**src/mlx_pkg.sv**
```systemverilog
// Constants, types and decode helpers for the move/load instruction executor
package mlx_pkg;
  // ==========================================
  // Opcode match values (compared against upper instruction bits)
  localparam logic [9:0] PTR_LOAD_W1 = 10'h3B8;  // [15:6]
  localparam logic [7:0] PTR_LOAD_W2 = 8'hF0;    // [15:8]
  localparam logic [5:0] MOVE_REG_OP = 6'h14;    // [15:10]
  localparam logic [5:0] OR_WREG_OP = 6'h04;     // [15:10]
  localparam logic [3:0] R2R_W1 = 4'hC;          // [15:12]
  localparam logic [3:0] SECOND_W = 4'hF;        // [15:12]
  localparam logic [7:0] BANK_LOAD_OP = 8'h01;   // [15:8]
  localparam logic [7:0] WLIT_LOAD_OP = 8'h0E;   // [15:8]
  localparam logic [6:0] STORE_W_OP = 7'h37;     // [15:9]
  // ==========================================
  // Field positions and data-space layout
  localparam int DEST_BIT = 9;
  localparam int ACC_BIT = 8;
  localparam logic [1:0] PTR_SEL_MAX = 2'h2;
  localparam logic [7:0] ACCESS_SPLIT = 8'h80;
  localparam logic [3:0] ACCESS_LO_BANK = 4'h0;
  localparam logic [3:0] ACCESS_HI_BANK = 4'hF;
  localparam logic [11:0] WREG_ADDR = 12'hFE8;
  localparam logic [7:0] BYTE_ZERO = 8'h00;
  // ==========================================
  // Types
  typedef enum logic [1:0] {
    MLX_Q1 = 2'b00, MLX_Q2 = 2'b01, MLX_Q3 = 2'b10, MLX_Q4 = 2'b11
  } mlx_phase_t;
  typedef enum logic [2:0] {
    MLX_NOP = 3'b000, MLX_PTRLD = 3'b001, MLX_MOVREG = 3'b010, MLX_R2R = 3'b011,
    MLX_BANKLD = 3'b100, MLX_WLIT = 3'b101, MLX_STOREW = 3'b110, MLX_ORW = 3'b111
  } mlx_op_t;
  typedef struct packed {
    logic en;
    logic [11:0] addr;
    logic [7:0] data;
  } mlx_wr_t;
  // ==========================================
  // First-word opcode decode
  function automatic mlx_op_t mlx_decode(input logic [15:0] ins);
    mlx_op_t op;
    op = MLX_NOP;
    if (ins[15:6] == PTR_LOAD_W1) op = MLX_PTRLD;
    else if (ins[15:10] == MOVE_REG_OP) op = MLX_MOVREG;
    else if (ins[15:10] == OR_WREG_OP) op = MLX_ORW;
    else if (ins[15:12] == R2R_W1) op = MLX_R2R;
    else if (ins[15:8] == BANK_LOAD_OP) op = MLX_BANKLD;
    else if (ins[15:8] == WLIT_LOAD_OP) op = MLX_WLIT;
    else if (ins[15:9] == STORE_W_OP) op = MLX_STOREW;
    return op;
  endfunction
  // Banked 8-bit file field to 12-bit data address
  function automatic logic [11:0] mlx_bank_addr(input logic acc, input logic [7:0] f,
                                                input logic [7:0] bank_select_register);
    logic [3:0] bank;
    bank = (f < ACCESS_SPLIT) ? ACCESS_LO_BANK : ACCESS_HI_BANK;
    if (acc) bank = bank_select_register[3:0];
    return {bank, f};
  endfunction
endpackage

```
**src/mlx_exec.sv**
```systemverilog
// Four-phase executor for move, load and store instructions
//
// Contract
// - Pointer load puts a 12-bit literal in pointer 0..2 chosen by selector.
// - Pointer load is two words: 1110111000 ff kkkk, then 11110000 kkkkkkkk.
// - Pointer load: cycle one writes high part, cycle two low byte; flags kept.
// - Move register copies byte to W when d=0, back to register when d=1.
// - An 8-bit file field addresses anywhere in the selected 256-byte bank.
// - Access bit 0 uses the access bank; 1 uses the bank select register.
// - Register-to-register move copies any 12-bit source to any 12-bit destination.
// - It is two words: 1100 plus source, then 1111 plus destination.
// - It takes two cycles: read source, then write destination with no read.
// - W may be the source or the destination of that move.
// - Bank select load writes an 8-bit literal to the bank register; flags kept.
// - The full literal lands in the bank register in the last phase.
// - Store W writes W to the addressed register in one cycle; flags kept.
`timescale 1ns/100ps
module mlx_exec #(
  parameter int PTR_COUNT = 3
) (
  input wire logic i_core_clk,
  input wire logic i_resetn,
  input wire logic [15:0] i_instr,
  input wire logic [7:0] i_rd_data,
  output mlx_pkg::mlx_phase_t o_phase,
  output logic o_second,
  output logic o_rd_en,
  output logic [11:0] o_rd_addr,
  output mlx_pkg::mlx_wr_t o_wr,
  output logic [7:0] o_w,
  output logic [7:0] o_bsr,
  output logic [PTR_COUNT-1:0][11:0] o_ptr,
  output logic o_flag_n,
  output logic o_flag_z
);
  // ==========================================
  // State
  mlx_pkg::mlx_op_t op;
  logic [15:0] ir;
  logic [15:0] ir2;
  logic [7:0] opnd;
  logic [7:0] hold;

  // ==========================================
  // Decode of the word being fetched and of the latched instruction
  wire mlx_pkg::mlx_op_t fetch_op = mlx_pkg::mlx_decode(i_instr);
  wire fetch_reads = (fetch_op == mlx_pkg::MLX_MOVREG) || (fetch_op == mlx_pkg::MLX_ORW) ||
                     (fetch_op == mlx_pkg::MLX_STOREW) || (fetch_op == mlx_pkg::MLX_R2R);
  // Source of the register-to-register move is a full 12-bit address
  wire [11:0] fetch_addr = (fetch_op == mlx_pkg::MLX_R2R) ? i_instr[11:0] :
    mlx_pkg::mlx_bank_addr(i_instr[mlx_pkg::ACC_BIT], i_instr[7:0], o_bsr);
  // A second word that does not carry the expected prefix turns the cycle into a no-op
  wire word2_ok = (op == mlx_pkg::MLX_PTRLD) ? (i_instr[15:8] == mlx_pkg::PTR_LOAD_W2) :
                  (i_instr[15:12] == mlx_pkg::SECOND_W);
  wire dbit = ir[mlx_pkg::DEST_BIT];
  wire [1:0] psel = ir[5:4];
  wire psel_ok = psel <= mlx_pkg::PTR_SEL_MAX;

  // ==========================================
  // Result of the current instruction
  wire [7:0] res_data = (op == mlx_pkg::MLX_ORW) ? (opnd | o_w) :
                        (op == mlx_pkg::MLX_STOREW) ? o_w :
                        (op == mlx_pkg::MLX_R2R) ? hold :
                        (op == mlx_pkg::MLX_WLIT) ? ir[7:0] : opnd;
  wire res_mem = (((op == mlx_pkg::MLX_MOVREG) || (op == mlx_pkg::MLX_ORW)) && dbit) ||
                 (op == mlx_pkg::MLX_STOREW) || ((op == mlx_pkg::MLX_R2R) && o_second);
  wire [11:0] res_addr = (op == mlx_pkg::MLX_R2R) ? ir2[11:0] :
                         mlx_pkg::mlx_bank_addr(ir[mlx_pkg::ACC_BIT], ir[7:0], o_bsr);
  // W lives here, so a write that lands on its address is kept internal
  wire wr_is_w = res_mem && (res_addr == mlx_pkg::WREG_ADDR);
  wire w_load = wr_is_w || (op == mlx_pkg::MLX_WLIT) ||
                (((op == mlx_pkg::MLX_MOVREG) || (op == mlx_pkg::MLX_ORW)) && !dbit);
  wire flag_upd = (op == mlx_pkg::MLX_MOVREG) || (op == mlx_pkg::MLX_ORW);
  wire two_word = (op == mlx_pkg::MLX_PTRLD) || (op == mlx_pkg::MLX_R2R);
  wire mlx_pkg::mlx_wr_t next_wr = '{en: res_mem && !wr_is_w, addr: res_addr, data: res_data};

  // ==========================================
  // Phase sequencer: one instruction cycle is four clocks
  always_ff @(posedge i_core_clk or negedge i_resetn) begin
    if (!i_resetn) begin
      o_phase <= mlx_pkg::MLX_Q1;
    end else begin
      case (o_phase)
        mlx_pkg::MLX_Q1: o_phase <= mlx_pkg::MLX_Q2;
        mlx_pkg::MLX_Q2: o_phase <= mlx_pkg::MLX_Q3;
        mlx_pkg::MLX_Q3: o_phase <= mlx_pkg::MLX_Q4;
        default: o_phase <= mlx_pkg::MLX_Q1;
      endcase
    end
  end

  // Q1 decode latches the word; read strobe stands during Q2
  always_ff @(posedge i_core_clk or negedge i_resetn) begin
    if (!i_resetn) begin
      op <= mlx_pkg::MLX_NOP;
      ir <= 16'h0000;
      ir2 <= 16'h0000;
      o_rd_en <= 1'b0;
      o_rd_addr <= 12'h000;
    end else if (o_phase == mlx_pkg::MLX_Q1) begin
      if (o_second) begin
        ir2 <= i_instr;
        if (!word2_ok) op <= mlx_pkg::MLX_NOP;
        o_rd_en <= 1'b0;
      end else begin
        ir <= i_instr;
        op <= fetch_op;
        o_rd_en <= fetch_reads;
        o_rd_addr <= fetch_addr;
      end
    end else begin
      o_rd_en <= 1'b0;
    end
  end

  // Q2 read: W is served from the local copy
  always_ff @(posedge i_core_clk or negedge i_resetn) begin
    if (!i_resetn) begin
      opnd <= 8'h00;
    end else if (o_rd_en) begin
      opnd <= (o_rd_addr == mlx_pkg::WREG_ADDR) ? o_w : i_rd_data;
    end
  end

  // Q3 process: external write strobe stands for the whole of Q4
  always_ff @(posedge i_core_clk or negedge i_resetn) begin
    if (!i_resetn) begin
      o_wr <= '0;
    end else if (o_phase == mlx_pkg::MLX_Q3) begin
      o_wr <= next_wr;
    end else begin
      o_wr.en <= 1'b0;
    end
  end

  // Q4 write of internal registers and word sequencing
  always_ff @(posedge i_core_clk or negedge i_resetn) begin
    if (!i_resetn) begin
      o_w <= 8'h00;
      o_bsr <= 8'h00;
      o_ptr <= '0;
      o_flag_n <= 1'b0;
      o_flag_z <= 1'b0;
      o_second <= 1'b0;
      hold <= 8'h00;
    end else if (o_phase == mlx_pkg::MLX_Q4) begin
      o_second <= !o_second && two_word;
      if (w_load) o_w <= res_data;
      if (op == mlx_pkg::MLX_BANKLD) o_bsr <= ir[7:0];
      if (op == mlx_pkg::MLX_R2R && !o_second) hold <= opnd;
      if (op == mlx_pkg::MLX_PTRLD && psel_ok) begin
        if (!o_second) o_ptr[psel][11:8] <= ir[3:0];
        else o_ptr[psel][7:0] <= ir2[7:0];
      end
      // Only the move register instruction, in either direction, and the OR touch flags
      if (flag_upd) begin
        o_flag_n <= res_data[7];
        o_flag_z <= res_data == mlx_pkg::BYTE_ZERO;
      end
    end
  end

  // ==========================================
  // Checks
  property p_wr_in_q4;
    @(posedge i_core_clk) disable iff (!i_resetn)
    o_wr.en |-> o_phase == mlx_pkg::MLX_Q4;
  endproperty
  a_wr_in_q4: assert property (p_wr_in_q4) else $error("write strobe outside Q4");

  property p_bank_load;
    @(posedge i_core_clk) disable iff (!i_resetn)
    (o_phase == mlx_pkg::MLX_Q4 && op == mlx_pkg::MLX_BANKLD) |=>
      (o_bsr == $past(ir[7:0])) && $stable(o_flag_z) && $stable(o_flag_n);
  endproperty
  a_bank_load: assert property (p_bank_load) else $error("bank register load wrong");

  property p_wlit;
    @(posedge i_core_clk) disable iff (!i_resetn)
    (o_phase == mlx_pkg::MLX_Q4 && op == mlx_pkg::MLX_WLIT) |=> o_w == $past(ir[7:0]) && $stable(o_flag_z);
  endproperty
  a_wlit: assert property (p_wlit) else $error("literal not loaded into W");

  property p_ptr_hi;
    @(posedge i_core_clk) disable iff (!i_resetn)
    (o_phase == mlx_pkg::MLX_Q4 && op == mlx_pkg::MLX_PTRLD && !o_second && psel_ok) |=>
      o_second ##4 (o_ptr[$past(psel, 5)][11:8] == $past(ir[3:0], 5));
  endproperty
  a_ptr_hi: assert property (p_ptr_hi) else $error("pointer high part wrong");

  property p_r2r_read;
    @(posedge i_core_clk) disable iff (!i_resetn)
    (o_phase == mlx_pkg::MLX_Q1 && !o_second && fetch_op == mlx_pkg::MLX_R2R) |=>
      o_rd_en && o_rd_addr == $past(i_instr[11:0]);
  endproperty
  a_r2r_read: assert property (p_r2r_read) else $error("source read missing");

  property p_no_read_w2;
    @(posedge i_core_clk) disable iff (!i_resetn)
    (o_phase == mlx_pkg::MLX_Q1 && o_second) |=> !o_rd_en [*4];
  endproperty
  a_no_read_w2: assert property (p_no_read_w2) else $error("read during second word");

  property p_access;
    @(posedge i_core_clk) disable iff (!i_resetn)
    (o_phase == mlx_pkg::MLX_Q1 && !o_second && fetch_op == mlx_pkg::MLX_MOVREG) |=>
      o_rd_addr == ($past(i_instr[mlx_pkg::ACC_BIT]) ? {$past(o_bsr[3:0]), $past(i_instr[7:0])} :
      ($past(i_instr[7]) ? {mlx_pkg::ACCESS_HI_BANK, $past(i_instr[7:0])} :
      {mlx_pkg::ACCESS_LO_BANK, $past(i_instr[7:0])}));
  endproperty
  a_access: assert property (p_access) else $error("bank selection wrong");

  property p_storew;
    @(posedge i_core_clk) disable iff (!i_resetn)
    (o_phase == mlx_pkg::MLX_Q3 && op == mlx_pkg::MLX_STOREW && !wr_is_w) |=>
      o_wr.en && o_wr.data == o_w && o_wr.addr == $past(res_addr);
  endproperty
  a_storew: assert property (p_storew) else $error("store of W wrong");

  property p_orw;
    @(posedge i_core_clk) disable iff (!i_resetn)
    (o_phase == mlx_pkg::MLX_Q4 && op == mlx_pkg::MLX_ORW && !dbit) |=>
      o_w == ($past(opnd) | $past(o_w)) && o_flag_z == (o_w == mlx_pkg::BYTE_ZERO);
  endproperty
  a_orw: assert property (p_orw) else $error("OR result wrong");

  property p_movreg_w;
    @(posedge i_core_clk) disable iff (!i_resetn)
    (o_phase == mlx_pkg::MLX_Q4 && op == mlx_pkg::MLX_MOVREG && !dbit) |=> o_w == $past(opnd);
  endproperty
  a_movreg_w: assert property (p_movreg_w) else $error("move to W wrong");

  property p_ptr_lo;
    @(posedge i_core_clk) disable iff (!i_resetn)
    (o_phase == mlx_pkg::MLX_Q4 && op == mlx_pkg::MLX_PTRLD && o_second && psel_ok) |=>
      o_ptr[$past(psel)][7:0] == $past(ir2[7:0]);
  endproperty
  a_ptr_lo: assert property (p_ptr_lo) else $error("pointer low byte wrong");

  // Selector 3 names no pointer, so neither word may disturb any of them
  property p_ptr_refused;
    @(posedge i_core_clk) disable iff (!i_resetn)
    (o_phase == mlx_pkg::MLX_Q4 && op == mlx_pkg::MLX_PTRLD && !psel_ok) |=> $stable(o_ptr);
  endproperty
  a_ptr_refused: assert property (p_ptr_refused) else $error("refused selector wrote a pointer");

  property p_r2r_first;
    @(posedge i_core_clk) disable iff (!i_resetn)
    (o_phase == mlx_pkg::MLX_Q3 && op == mlx_pkg::MLX_R2R && !o_second) |=> !o_wr.en;
  endproperty
  a_r2r_first: assert property (p_r2r_first) else $error("write in first move cycle");

  // The byte read in the first cycle must be the byte written in the second
  property p_r2r_write;
    @(posedge i_core_clk) disable iff (!i_resetn)
    (o_phase == mlx_pkg::MLX_Q3 && op == mlx_pkg::MLX_R2R && o_second && !wr_is_w) |=>
      o_wr.en && o_wr.addr == $past(ir2[11:0]) && o_wr.data == $past(opnd);
  endproperty
  a_r2r_write: assert property (p_r2r_write) else $error("destination write wrong");

  property p_movreg_mem;
    @(posedge i_core_clk) disable iff (!i_resetn)
    (o_phase == mlx_pkg::MLX_Q3 && op == mlx_pkg::MLX_MOVREG && dbit && !wr_is_w) |=>
      o_wr.en && o_wr.addr == o_rd_addr && o_wr.data == $past(opnd);
  endproperty
  a_movreg_mem: assert property (p_movreg_mem) else $error("move back to register wrong");

  property p_flags_kept;
    @(posedge i_core_clk) disable iff (!i_resetn)
    (o_phase == mlx_pkg::MLX_Q4 && op != mlx_pkg::MLX_MOVREG && op != mlx_pkg::MLX_ORW) |=>
      $stable(o_flag_n) && $stable(o_flag_z);
  endproperty
  a_flags_kept: assert property (p_flags_kept) else $error("flags changed by a flag-free op");

  property p_w_kept;
    @(posedge i_core_clk) disable iff (!i_resetn)
    (o_phase == mlx_pkg::MLX_Q4 && (op == mlx_pkg::MLX_STOREW || op == mlx_pkg::MLX_BANKLD)) |=>
      $stable(o_w);
  endproperty
  a_w_kept: assert property (p_w_kept) else $error("W changed by store or bank load");

  // W is internal, so a write aimed at its address must never reach the bus
  property p_w_internal;
    @(posedge i_core_clk) disable iff (!i_resetn)
    (o_phase == mlx_pkg::MLX_Q3 && wr_is_w) |=> !o_wr.en;
  endproperty
  a_w_internal: assert property (p_w_internal) else $error("write to W reached the bus");

  property p_rd_in_q2;
    @(posedge i_core_clk) disable iff (!i_resetn)
    o_rd_en |-> o_phase == mlx_pkg::MLX_Q2;
  endproperty
  a_rd_in_q2: assert property (p_rd_in_q2) else $error("read strobe outside Q2");

  property p_phase_wrap;
    @(posedge i_core_clk) disable iff (!i_resetn)
    (o_phase == mlx_pkg::MLX_Q4) |=> (o_phase == mlx_pkg::MLX_Q1) ##1 (o_phase == mlx_pkg::MLX_Q2);
  endproperty
  a_phase_wrap: assert property (p_phase_wrap) else $error("phase order broken");

  // ==========================================
  // Coverage of the main scenarios
  c_ptr_load: cover property (@(posedge i_core_clk)
    o_phase == mlx_pkg::MLX_Q4 && op == mlx_pkg::MLX_PTRLD && o_second);
  c_r2r_done: cover property (@(posedge i_core_clk) o_wr.en && op == mlx_pkg::MLX_R2R);
  c_w_as_dest: cover property (@(posedge i_core_clk) o_phase == mlx_pkg::MLX_Q4 && wr_is_w);
  c_sel_refused: cover property (@(posedge i_core_clk)
    o_phase == mlx_pkg::MLX_Q4 && op == mlx_pkg::MLX_PTRLD && !psel_ok);
  c_orw_to_w: cover property (@(posedge i_core_clk)
    o_phase == mlx_pkg::MLX_Q4 && op == mlx_pkg::MLX_ORW && !dbit);
endmodule

```
**config.mk**
```make
export PLATFORM = sky130hd
export DESIGN_NAME = mlx_exec
export DESIGN_NICKNAME = d
export VERILOG_FILES = /design/src/mlx_pkg.sv /design/src/mlx_exec.sv
export SDC_FILE = /design/constraint.sdc
export NUM_CORES = 1
export LEC_CHECK = 0
export BUFFER_PORTS_ARGS = -buffer_cell sky130_fd_sc_hd__buf_4
export CAP_MARGIN = 30
export CORE_UTILIZATION = 35
export DETAILED_ROUTE_END_ITERATION = 7
export PLACE_DENSITY = 0.55
export SYNTH_ARGS = -nofsm -noshare
export SYNTH_HDL_FRONTEND = slang
export SYNTH_SLANG_ARGS = --single-unit
```
**constraint.sdc**
```tcl
create_clock -name i_core_clk -period 3.3 [get_ports i_core_clk]
set_input_delay 0.165 -clock i_core_clk [delete_from_list [all_inputs] [get_ports i_core_clk]]
set_output_delay 0.165 -clock i_core_clk [all_outputs]
set_load 0.01 [all_outputs]
```
==> results_tabular.tex, run 1 <==
\begin{tabular}{lr}
\hline
Metric & Value \\
\hline
\multicolumn{2}{l}{\textbf{Status}} \\
Result of the run & finished clean \\
\multicolumn{2}{l}{\textbf{Worst setup path}} \\
Largest driver fanout on the critical path & 19 \\
Cells traversed along the worst timing path & nand3b\_1 > buf\_4 > nor4\_2 > a31o\_2 > a221o\_2 > nand2\_4 > mux2\_4 \\
Startpoint types & flip-flop \\
Largest stage delay, worst path & 0.72 ns \\
Cell family with the largest share of critical-path delay & flip-flops \\
Endpoint arrival time on the critical path & about 2.7 ns \\
Required @ worst endpoint & about 3.6 ns \\
Crit Reg-Reg Startpoint & op[2] \\
Type of the setup path with the least slack & reg2reg \\
Setup crit start & op[2] \\
Number of buffer and inverter instances along the worst setup path & 1 \\
Slowest cell on the critical path & sky130\_fd\_sc\_hd\_\_dfrtp\_1 \\
Setup slack, reg-to-reg & 0.85 ns \\
Depth of the worst register-to-register path & 7 \\
CP endpoint kind & flip-flop \\
Number of gates on the worst path with buffers counted & 7 \\
\multicolumn{2}{l}{\textbf{STA}} \\
Worst slack on hold paths & 0.0629 ns \\
Ratio of final minimum period to clock period & 0.742 \\
Final Hold Violating Endpoints & 0 \\
Worst-margin pin slew & 0.926 ns \\
Fin Clk Skew & 0.00808 ns \\
Normalized max-slew margin & 0.378 \\
Fmax achieved & roughly 0.41 GHz \\
RSZ-0062 raised after global routing & false \\
Setup TNS Final & 0 ns \\
Fin. max-slew vios & 0 \\
Minimum clock period & about 2.4 ns \\
Count of final setup violators & 0 \\
\multicolumn{2}{l}{\textbf{Die}} \\
Number of I/O pins & about 120 \\
Area of the die & between 15000 and 20000 µm² \\
Standard cell core area & between 15000 and 20000 µm² \\
Die X-Extent & about 130 µm \\
Row count & 46 \\
Die extent in y & roughly 130 µm \\
Starting density of the core & 0.358 \\
\multicolumn{2}{l}{\textbf{Yosys}} \\
Post-Syn Instances & just under 500 \\
Post-synthesis register bit count & about 120 \\
Mean Syn Cell Area & about 12 µm² \\
Dominant cells by area after synthesis & sky130\_fd\_sc\_hd\_\_dfrtp\_1 (55\%), sky130\_fd\_sc\_hd\_\_mux2\_2 (14\%), sky130\_fd\_sc\_hd\_\_nand2\_1 (3.4\%) \\
Number of enable flip-flop cells after synthesis & 0 \\
Cell taking the most area after synthesis & sky130\_fd\_sc\_hd\_\_dfrtp\_1 \\
Commonest register cell after synthesis & sky130\_fd\_sc\_hd\_\_dfrtp\_1 \\
Register area share after synthesis & 0.547 \\
Synthesized netlist net count & between 500 and 600 \\
Async S/R FF share, synth & 1.00 \\
Netlist Area Pre-Place & approximately 5700 µm² \\
Synth unique cells & approximately 50 \\
Syn. warnings & 0 \\
Fraction of post-synthesis cell area in the top cell type by area & 0.547 \\
\multicolumn{2}{l}{\textbf{Power and ir drop}} \\
Fraction of power spent switching nets & 0.252 \\
Part of the power in the clock network & 0.435 \\
Sequential fraction of design power & 0.425 \\
Switching Power & about 1.1 mW \\
Pwr dens & $\sim$610 nW/µm² \\
PnR Total Power & approximately 4.5 mW \\
Design internal power & approximately 3.4 mW \\
VDD IR-drop max & 355 µV \\
P\_leak & between 3 and 4 nW \\
Gate power share & 0.140 \\
\multicolumn{2}{l}{\textbf{Worst hold path}} \\
Worst hold path type & in2reg \\
Worst min-delay path startpoint & i\_rd\_data[1] \\
Worst hold path stage count & 3 \\
\multicolumn{2}{l}{\textbf{Clocking}} \\
Number of sinks on the clock net & 124 \\
Htree depth & 4 \\
Buffers inserted by post-CTS timing repair & 0 \\
TritonCTS buffer count & 17 \\
TritonCTS clock tree & built \\
Clock-pin slew on the worst setup and hold paths & 0.05 ns \\
Buffers from clock root to sink, at most & 2 \\
Clock latency on the worst-skew pair & 0.41 ns \\
CTS Root Cell & sky130\_fd\_sc\_hd\_\_clkbuf\_16 \\
\multicolumn{2}{l}{\textbf{Cells and area}} \\
Area Overhead vs Synth & 31.0\% \\
Non-filler instance count after layout & between 800 and 900 \\
Layout cell share with drive strength beyond 1 & 0.390 \\
Ant. Diodes & 0 \\
Final non-filler cell area & around 7400 µm² \\
Number of nets in the finished design & 630 \\
\multicolumn{2}{l}{\textbf{Global route}} \\
Remaining global-route overflow & 0 \\
Number of global-route vias before repair & 4149 \\
Global-route wire length before repair & $\sim$24 mm \\
Total Routing Usage GR & 0.193 \\
Number of antenna violations at the first check in global routing & 0 \\
Maximum number of pins on one net before global-route repair & 72 \\
\multicolumn{2}{l}{\textbf{Detailed routing}} \\
Routed wire length & 15.2 mm \\
Count of antenna-violating nets left after detailed routing & 0 \\
Violation count after the first detailed-route iteration & 249 \\
Count of vias placed by the detailed router & roughly 4200 \\
Drt drc & 0 \\
First-pass iteration count of the detailed router & 5 \\
Via-per-instance ratio & 5.04 \\
Wire per inst & about 18 µm \\
\multicolumn{2}{l}{\textbf{Placement}} \\
Half-perimeter wire length of the detailed placement result & 10.8 mm \\
Total placed cells including tap cells & slightly below 800 \\
Placed Instance Area & roughly 6700 µm² \\
Number of buffers inserted by port buffering & approximately 120 \\
Final weighted congestion of routability-driven global placement & approximately 0.8 \\
\multicolumn{2}{l}{\textbf{Flow run}} \\
Max-cap violations & 0 \\
\hline
\end{tabular}
-- flip-flops by register name, summed over array words and instances (netlist names) --
signal / flops
o_ptr: 36
o_flag_n: 1
o_rd_en: 1
o_second: 1
ir2: 12
opnd: 8
o_rd_addr: 12
o_wr: 21
ir: 2
o_flag_z: 1
o_w: 8
hold: 8
op: 3
o_bsr: 8
o_phase: 2
-- layout make-up --
type | count | area [µm²]
fillers | 1486 | 8400
flip-flops and latches | 124 | 3100
multi-input cells | 318 | 2370
repair buffers | 131 | 1020
clock buffers | 24 | 492
well taps | 216 | 270
clock inverters | 7 | 135
inverters | 9 | 33.8
-- power groups by stage --
| stage | clock network, mW | logic [mW] | registers, mW |
|---|---|---|---|
| after floorplan | 0 | 0.300 | 1.90 |
| after global placement | 0 | 0.617 | 1.95 |
| after detailed placement | 0 | 0.632 | 1.95 |
| after CTS | 2.01 | 0.645 | 1.93 |
| after global routing | 2.09 | 0.698 | 1.96 |
| final | 1.97 | 0.636 | 1.93 |
-- synth_stat cells (5+ instances only) --
cell                         n
sky130_fd_sc_hd__a21oi_1    25
sky130_fd_sc_hd__o21ai_0    13
sky130_fd_sc_hd__mux2_4      8
sky130_fd_sc_hd__maj3_1      8
sky130_fd_sc_hd__mux2i_1    17
sky130_fd_sc_hd__a21o_1      9
sky130_fd_sc_hd__nor4_1      5
sky130_fd_sc_hd__nand2_1    51
sky130_fd_sc_hd__dfrtp_1   124
sky130_fd_sc_hd__mux2_2     72
sky130_fd_sc_hd__inv_1       9
sky130_fd_sc_hd__clkbuf_1   16
sky130_fd_sc_hd__a222oi_1    8
sky130_fd_sc_hd__buf_4       9
sky130_fd_sc_hd__nand3_1     6
sky130_fd_sc_hd__nor2_1     43
sky130_fd_sc_hd__buf_1       5
-- routing by layer --
layer,GRT usage,wire length (µm),up-vias
met5,0,0,-
li1,-,-,1964
met1,0.277,7340,2085
met4,0.0561,131,0
met2,0.287,6920,121
met3,0.0512,824,11
-- logic make-up (layout without fill, tap and decap cells) --
logic type | Yosys count | after routing | share of synthesized area
and+or+nand+nor | 138 | 138 | 0.119
DFF | 124 | 124 | 0.547
muxes | 97 | 97 | 0.194
AOI/OAI and AO/OA | 71 | 71 | 0.0826
buffers and inverters | 42 | 171 | 0.0344
adders and majority gates | 11 | 11 | 0.0208
xor gates and xnor gates | 1 | 1 | 0.00155
-- final timing paths --
kind / endpoint
max: o_w[7]
min: opnd[1]
max reg2reg: o_w[7]
min reg2reg: o_bsr[7]
max in group asynchronous: o_wr[11]
min in group asynchronous: o_ptr[25]
-- cell usage in the layout, fill, tap and decap left out, drive strengths merged, types with 4 or more instances in the layout --
cell type,n
a222oi,8
nor4,6
a21o,9
nand3,6
a21oi,25
dfrtp,124
inv,9
bufinv,4
nand3b,4
clkbuf,24
mux2i,17
o211ai,4
buf,121
mux2,80
o21ai,14
nor2,43
maj3,8
dlygate4sd3,10
nand2,52
nor3,6
-- worst register-to-register path, stage by stage (launching register included) --
cell and delay, ns:
sky130_fd_sc_hd__dfrtp_1 0.72, sky130_fd_sc_hd__nand3b_1 0.19, sky130_fd_sc_hd__buf_4 0.26, sky130_fd_sc_hd__nor4_2 0.08, sky130_fd_sc_hd__a31o_2 0.23, sky130_fd_sc_hd__a221o_2 0.37
sky130_fd_sc_hd__nand2_4 0.16, sky130_fd_sc_hd__mux2_4 0.32
-- through the flow --
stage / setup slack, ns / utilization
after floorplan: 1.30 / -
final: 0.852 / 0.469
after global routing: 0.699 / 0.469
after global placement: 0.919 / 0.423
after CTS: 0.865 / 0.469
after detailed placement: 0.881 / 0.423
-- repair_timing --
item	CTS	global route
endpoints found under the setup margin	0	0
hold buffers	10	0
hold endpoints to repair	69	0
resized for setup	0	0
Power figures use the tool's default switching activity.
==> run 2: changes to the inputs <==
--- a/config.mk
+++ b/config.mk
@@ -9,7 +9,7 @@
 export CAP_MARGIN = 30
 export CORE_UTILIZATION = 35
 export DETAILED_ROUTE_END_ITERATION = 7
-export PLACE_DENSITY = 0.55
+export PLACE_DENSITY = 0.57
 export SYNTH_ARGS = -nofsm -noshare
 export SYNTH_HDL_FRONTEND = slang
 export SYNTH_SLANG_ARGS = --single-unit
==> constraint.sdc (replaced) <==
create_clock -name i_core_clk -period 2.2 [get_ports i_core_clk]
set_input_delay 0.11 -clock i_core_clk [delete_from_list [all_inputs] [get_ports i_core_clk]]
set_output_delay 0.11 -clock i_core_clk [all_outputs]
set_load 0.01 [all_outputs]
==> results_tabular.tex, run 2 (synthesis gave the netlist of run 1 again) <==
\begin{tabular}{lr}
\hline
Metric & Value \\
\hline
\multicolumn{2}{l}{\textbf{Power and ir drop}} \\
Pwr dens & 884 nW/µm² (+45\%) \\
P\_leak & 3.91 nW (+4.1\%) \\
VDD IR-drop max & 511 µV (+44\%) \\
\multicolumn{2}{l}{\textbf{STA}} \\
RSZ-0062 raised after global routing & false \\
Ratio of final minimum period to clock period & 0.941 (+0.199) \\
Count of final setup violators & 0 (unchanged) \\
Fmax achieved & 0.483 GHz (+18\%) \\
Normalized max-slew margin & 0.566 (+0.188) \\
Final Hold Violating Endpoints & 0 (unchanged) \\
Setup TNS Final & 0 ns (unchanged) \\
Fin. max-slew vios & 0 (unchanged) \\
Minimum clock period & 2.07 ns (-0.377 ns) \\
Fin Clk Skew & 0.00727 ns (-0.000806 ns) \\
Worst-margin pin slew & 0.647 ns (-0.279 ns) \\
\multicolumn{2}{l}{\textbf{Global route}} \\
Maximum number of pins on one net before global-route repair & 51 (-29\%) \\
Number of antenna violations at the first check in global routing & 0 (unchanged) \\
Global-route wire length before repair & 24.4 mm (+2.6\%) \\
Total Routing Usage GR & 0.200 (+0.00649) \\
Remaining global-route overflow & 0 (unchanged) \\
Number of global-route vias before repair & 4317 (+4.0\%) \\
\multicolumn{2}{l}{\textbf{Cells and area}} \\
Number of flip-flops under the largest register name & 36 (unchanged) \\
Registers with the most flip-flops & o\_ptr: 36 flops, o\_wr: 21 flops \\
Leading cell type in the layout, fill and taps excluded & sky130\_fd\_sc\_hd\_\_buf\_4 \\
Number of nets in the finished design & 663 (+5.2\%) \\
Ant. Diodes & 0 (unchanged) \\
Register containing the most flip-flops in the final layout & o\_ptr \\
Non-filler instance count after layout & 862 (+4.0\%) \\
Area Overhead vs Synth & 35.5\% \\
Leading cell types in the layout, fill and taps excluded & sky130\_fd\_sc\_hd\_\_buf\_4 (146), sky130\_fd\_sc\_hd\_\_dfrtp\_1 (123), sky130\_fd\_sc\_hd\_\_mux2\_2 (72), sky130\_fd\_sc\_hd\_\_nand2\_1 (51), sky130\_fd\_sc\_hd\_\_nor2\_1 (43) \\
Layout cell share with drive strength beyond 1 & 0.412 (+0.0219) \\
\multicolumn{2}{l}{\textbf{Die}} \\
Die extent in y & 129 µm (unchanged) \\
Area of the die & 16700 µm² (unchanged) \\
Starting density of the core & 0.358 (unchanged) \\
Row count & 46 (unchanged) \\
Number of I/O pins & 117 (unchanged) \\
Standard cell core area & 15800 µm² (unchanged) \\
Die X-Extent & 129 µm (unchanged) \\
\multicolumn{2}{l}{\textbf{Worst setup path}} \\
Number of gates on the worst path with buffers counted & 5 (-2) \\
Endpoint of the lowest-slack register-to-register path & o\_flag\_z \\
Number of buffer and inverter instances along the worst setup path & 0 (-1) \\
Depth of the worst register-to-register path & 5 (-2) \\
Type of the setup path with the least slack & reg2reg \\
Setup slack, reg-to-reg & 0.13 ns (-0.72 ns) \\
Largest stage delay, worst path & 0.55 ns (-0.17 ns) \\
Cell family with the largest share of critical-path delay & compound AO/OA/AOI/OAI gates \\
Slowest cell on the critical path & sky130\_fd\_sc\_hd\_\_o21ai\_1 \\
Crit Reg-Reg Startpoint & op[2] \\
CP endpoint kind & flip-flop \\
Cells traversed along the worst timing path & o21ai\_1 > a222oi\_1 > nor2\_1 > nor4\_1 > a31o\_2 \\
Endpoint arrival time on the critical path & 2.38 ns (-0.36 ns) \\
Largest driver fanout on the critical path & 14 (-5) \\
Required @ worst endpoint & 2.51 ns (-1.08 ns) \\
Startpoint types & flip-flop \\
\multicolumn{2}{l}{\textbf{Worst hold path}} \\
Worst min-delay path startpoint & i\_rd\_data[2] \\
Worst min-delay path endpoint & opnd[2] \\
Worst hold path type & in2reg \\
Worst hold path stage count & 3 (unchanged) \\
\multicolumn{2}{l}{\textbf{Placement}} \\
Number of buffers inserted by port buffering & 116 (unchanged) \\
Total placed cells including tap cells & 814 (+3.3\%) \\
Half-perimeter wire length of the detailed placement result & 11.1 mm (+3.4\%) \\
Final weighted congestion of routability-driven global placement & 0.782 (-2.0\%) \\
\multicolumn{2}{l}{\textbf{Clocking}} \\
Clock-pin slew on the worst setup and hold paths & 0.06 ns (about the same) \\
CTS Root Cell & sky130\_fd\_sc\_hd\_\_clkbuf\_16 \\
Number of sinks on the clock net & 124 (unchanged) \\
Buffers from clock root to sink, at most & 2 (unchanged) \\
Htree depth & 4 (unchanged) \\
TritonCTS buffer count & 17 (unchanged) \\
TritonCTS clock tree & built \\
Clock latency on the worst-skew pair & 0.42 ns (about the same) \\
\multicolumn{2}{l}{\textbf{Detailed routing}} \\
Via-per-instance ratio & 4.98 (-1.2\%) \\
Violation count after the first detailed-route iteration & 253 (+1.6\%) \\
Count of vias placed by the detailed router & 4296 (+2.8\%) \\
Routed wire length & 15.7 mm (+3.2\%) \\
Drt drc & 0 (unchanged) \\
Count of antenna-violating nets left after detailed routing & 0 (unchanged) \\
Wire per inst & 18.2 µm (-0.74\%) \\
First-pass iteration count of the detailed router & 5 (unchanged) \\
\multicolumn{2}{l}{\textbf{Status}} \\
Result of the run & finished clean \\
\multicolumn{2}{l}{\textbf{Flow run}} \\
Max-cap violations & 0 (unchanged) \\
\hline
\end{tabular}
run 2: cell count changes in the layout (fill, tap and decap cells not counted), sizes merged:
cell / delta
buf: +27
dlygate4sd3: +6
clkbuf: -1
clkinv: +1
run 2: area by class of cell:
| cell class | instances | area (µm²) |
|---|---|---|
| tap | 216 | 270 |
| clock buffer | 23 | 468 |
| sequential | 124 | 3100 |
| multi-input combinational | 318 | 2370 |
| timing repair buffer | 164 | 1300 |
| clock inverter | 8 | 140 |
| inverter | 9 | 33.8 |
| fill | 1443 | 8150 |
run 2: worst max-delay path by stage:
| stage | start | end | slack (ns) |
|---|---|---|---|
| finish | op[2] | o_flag_z | 0.13 |
| global route | o_phase[1] | o_ptr[35] | 0.01 |
| CTS | op[2] | o_ptr[35] | 0.06 |
| detailed placement | op[2] | o_ptr[33] | 0.1 |
| global placement | op[2] | o_flag_z | 0.15 |
| floorplan | o_phase[1] | o_ptr[32] | 0.20 |
run 2: timing repair:
item,CTS,global route
gates resized for setup,0,1
hold buffers,16,0
setup buffers,0,1
hold endpoints to repair,60,0
endpoints found under the setup margin,0,24
run 2: metrics by stage:
stage / power, mW / util / cell area, µm² / setup WS (ns) / hold slack (ns)
global route: 7.10 / 0.485 / 7680 / 0.0135 / 0.0142
CTS: 6.87 / 0.485 / 7670 / 0.0639 / 0.00114
global placement: 3.89 / 0.436 / 6910 / 0.149 / 0.116
finish: 6.79 / 0.485 / 7680 / 0.130 / 0.0102
floorplan: 3.30 / - / 5670 / 0.197 / -0.186
detailed placement: 3.92 / 0.436 / 6910 / 0.0958 / 0.123
run 2: report_power, final:
group	switching [mW]	total [mW]	internal (mW)	leakage (nW)
Combinational	0.516	1.11	0.591	2.04
Clock	0.953	2.89	1.94	0.301
Sequential	0.244	2.80	2.55	1.57
run 2: worst register-to-register path: stages, from the launching register on:
cell and delay [ns]:
sky130_fd_sc_hd__dfrtp_2 0.49, sky130_fd_sc_hd__o21ai_1 0.55, sky130_fd_sc_hd__a222oi_1 0.21, sky130_fd_sc_hd__nor2_1 0.36, sky130_fd_sc_hd__nor4_1 0.10, sky130_fd_sc_hd__a31o_2 0.24
run 2: routing by layer:
metal	GRT usage	wire, µm	vias up
met1	0.288	7400	2139
met5	0	0	-
met2	0.292	7210	130
met4	0.0768	196	0
met3	0.0434	898	14
li1	-	-	2013
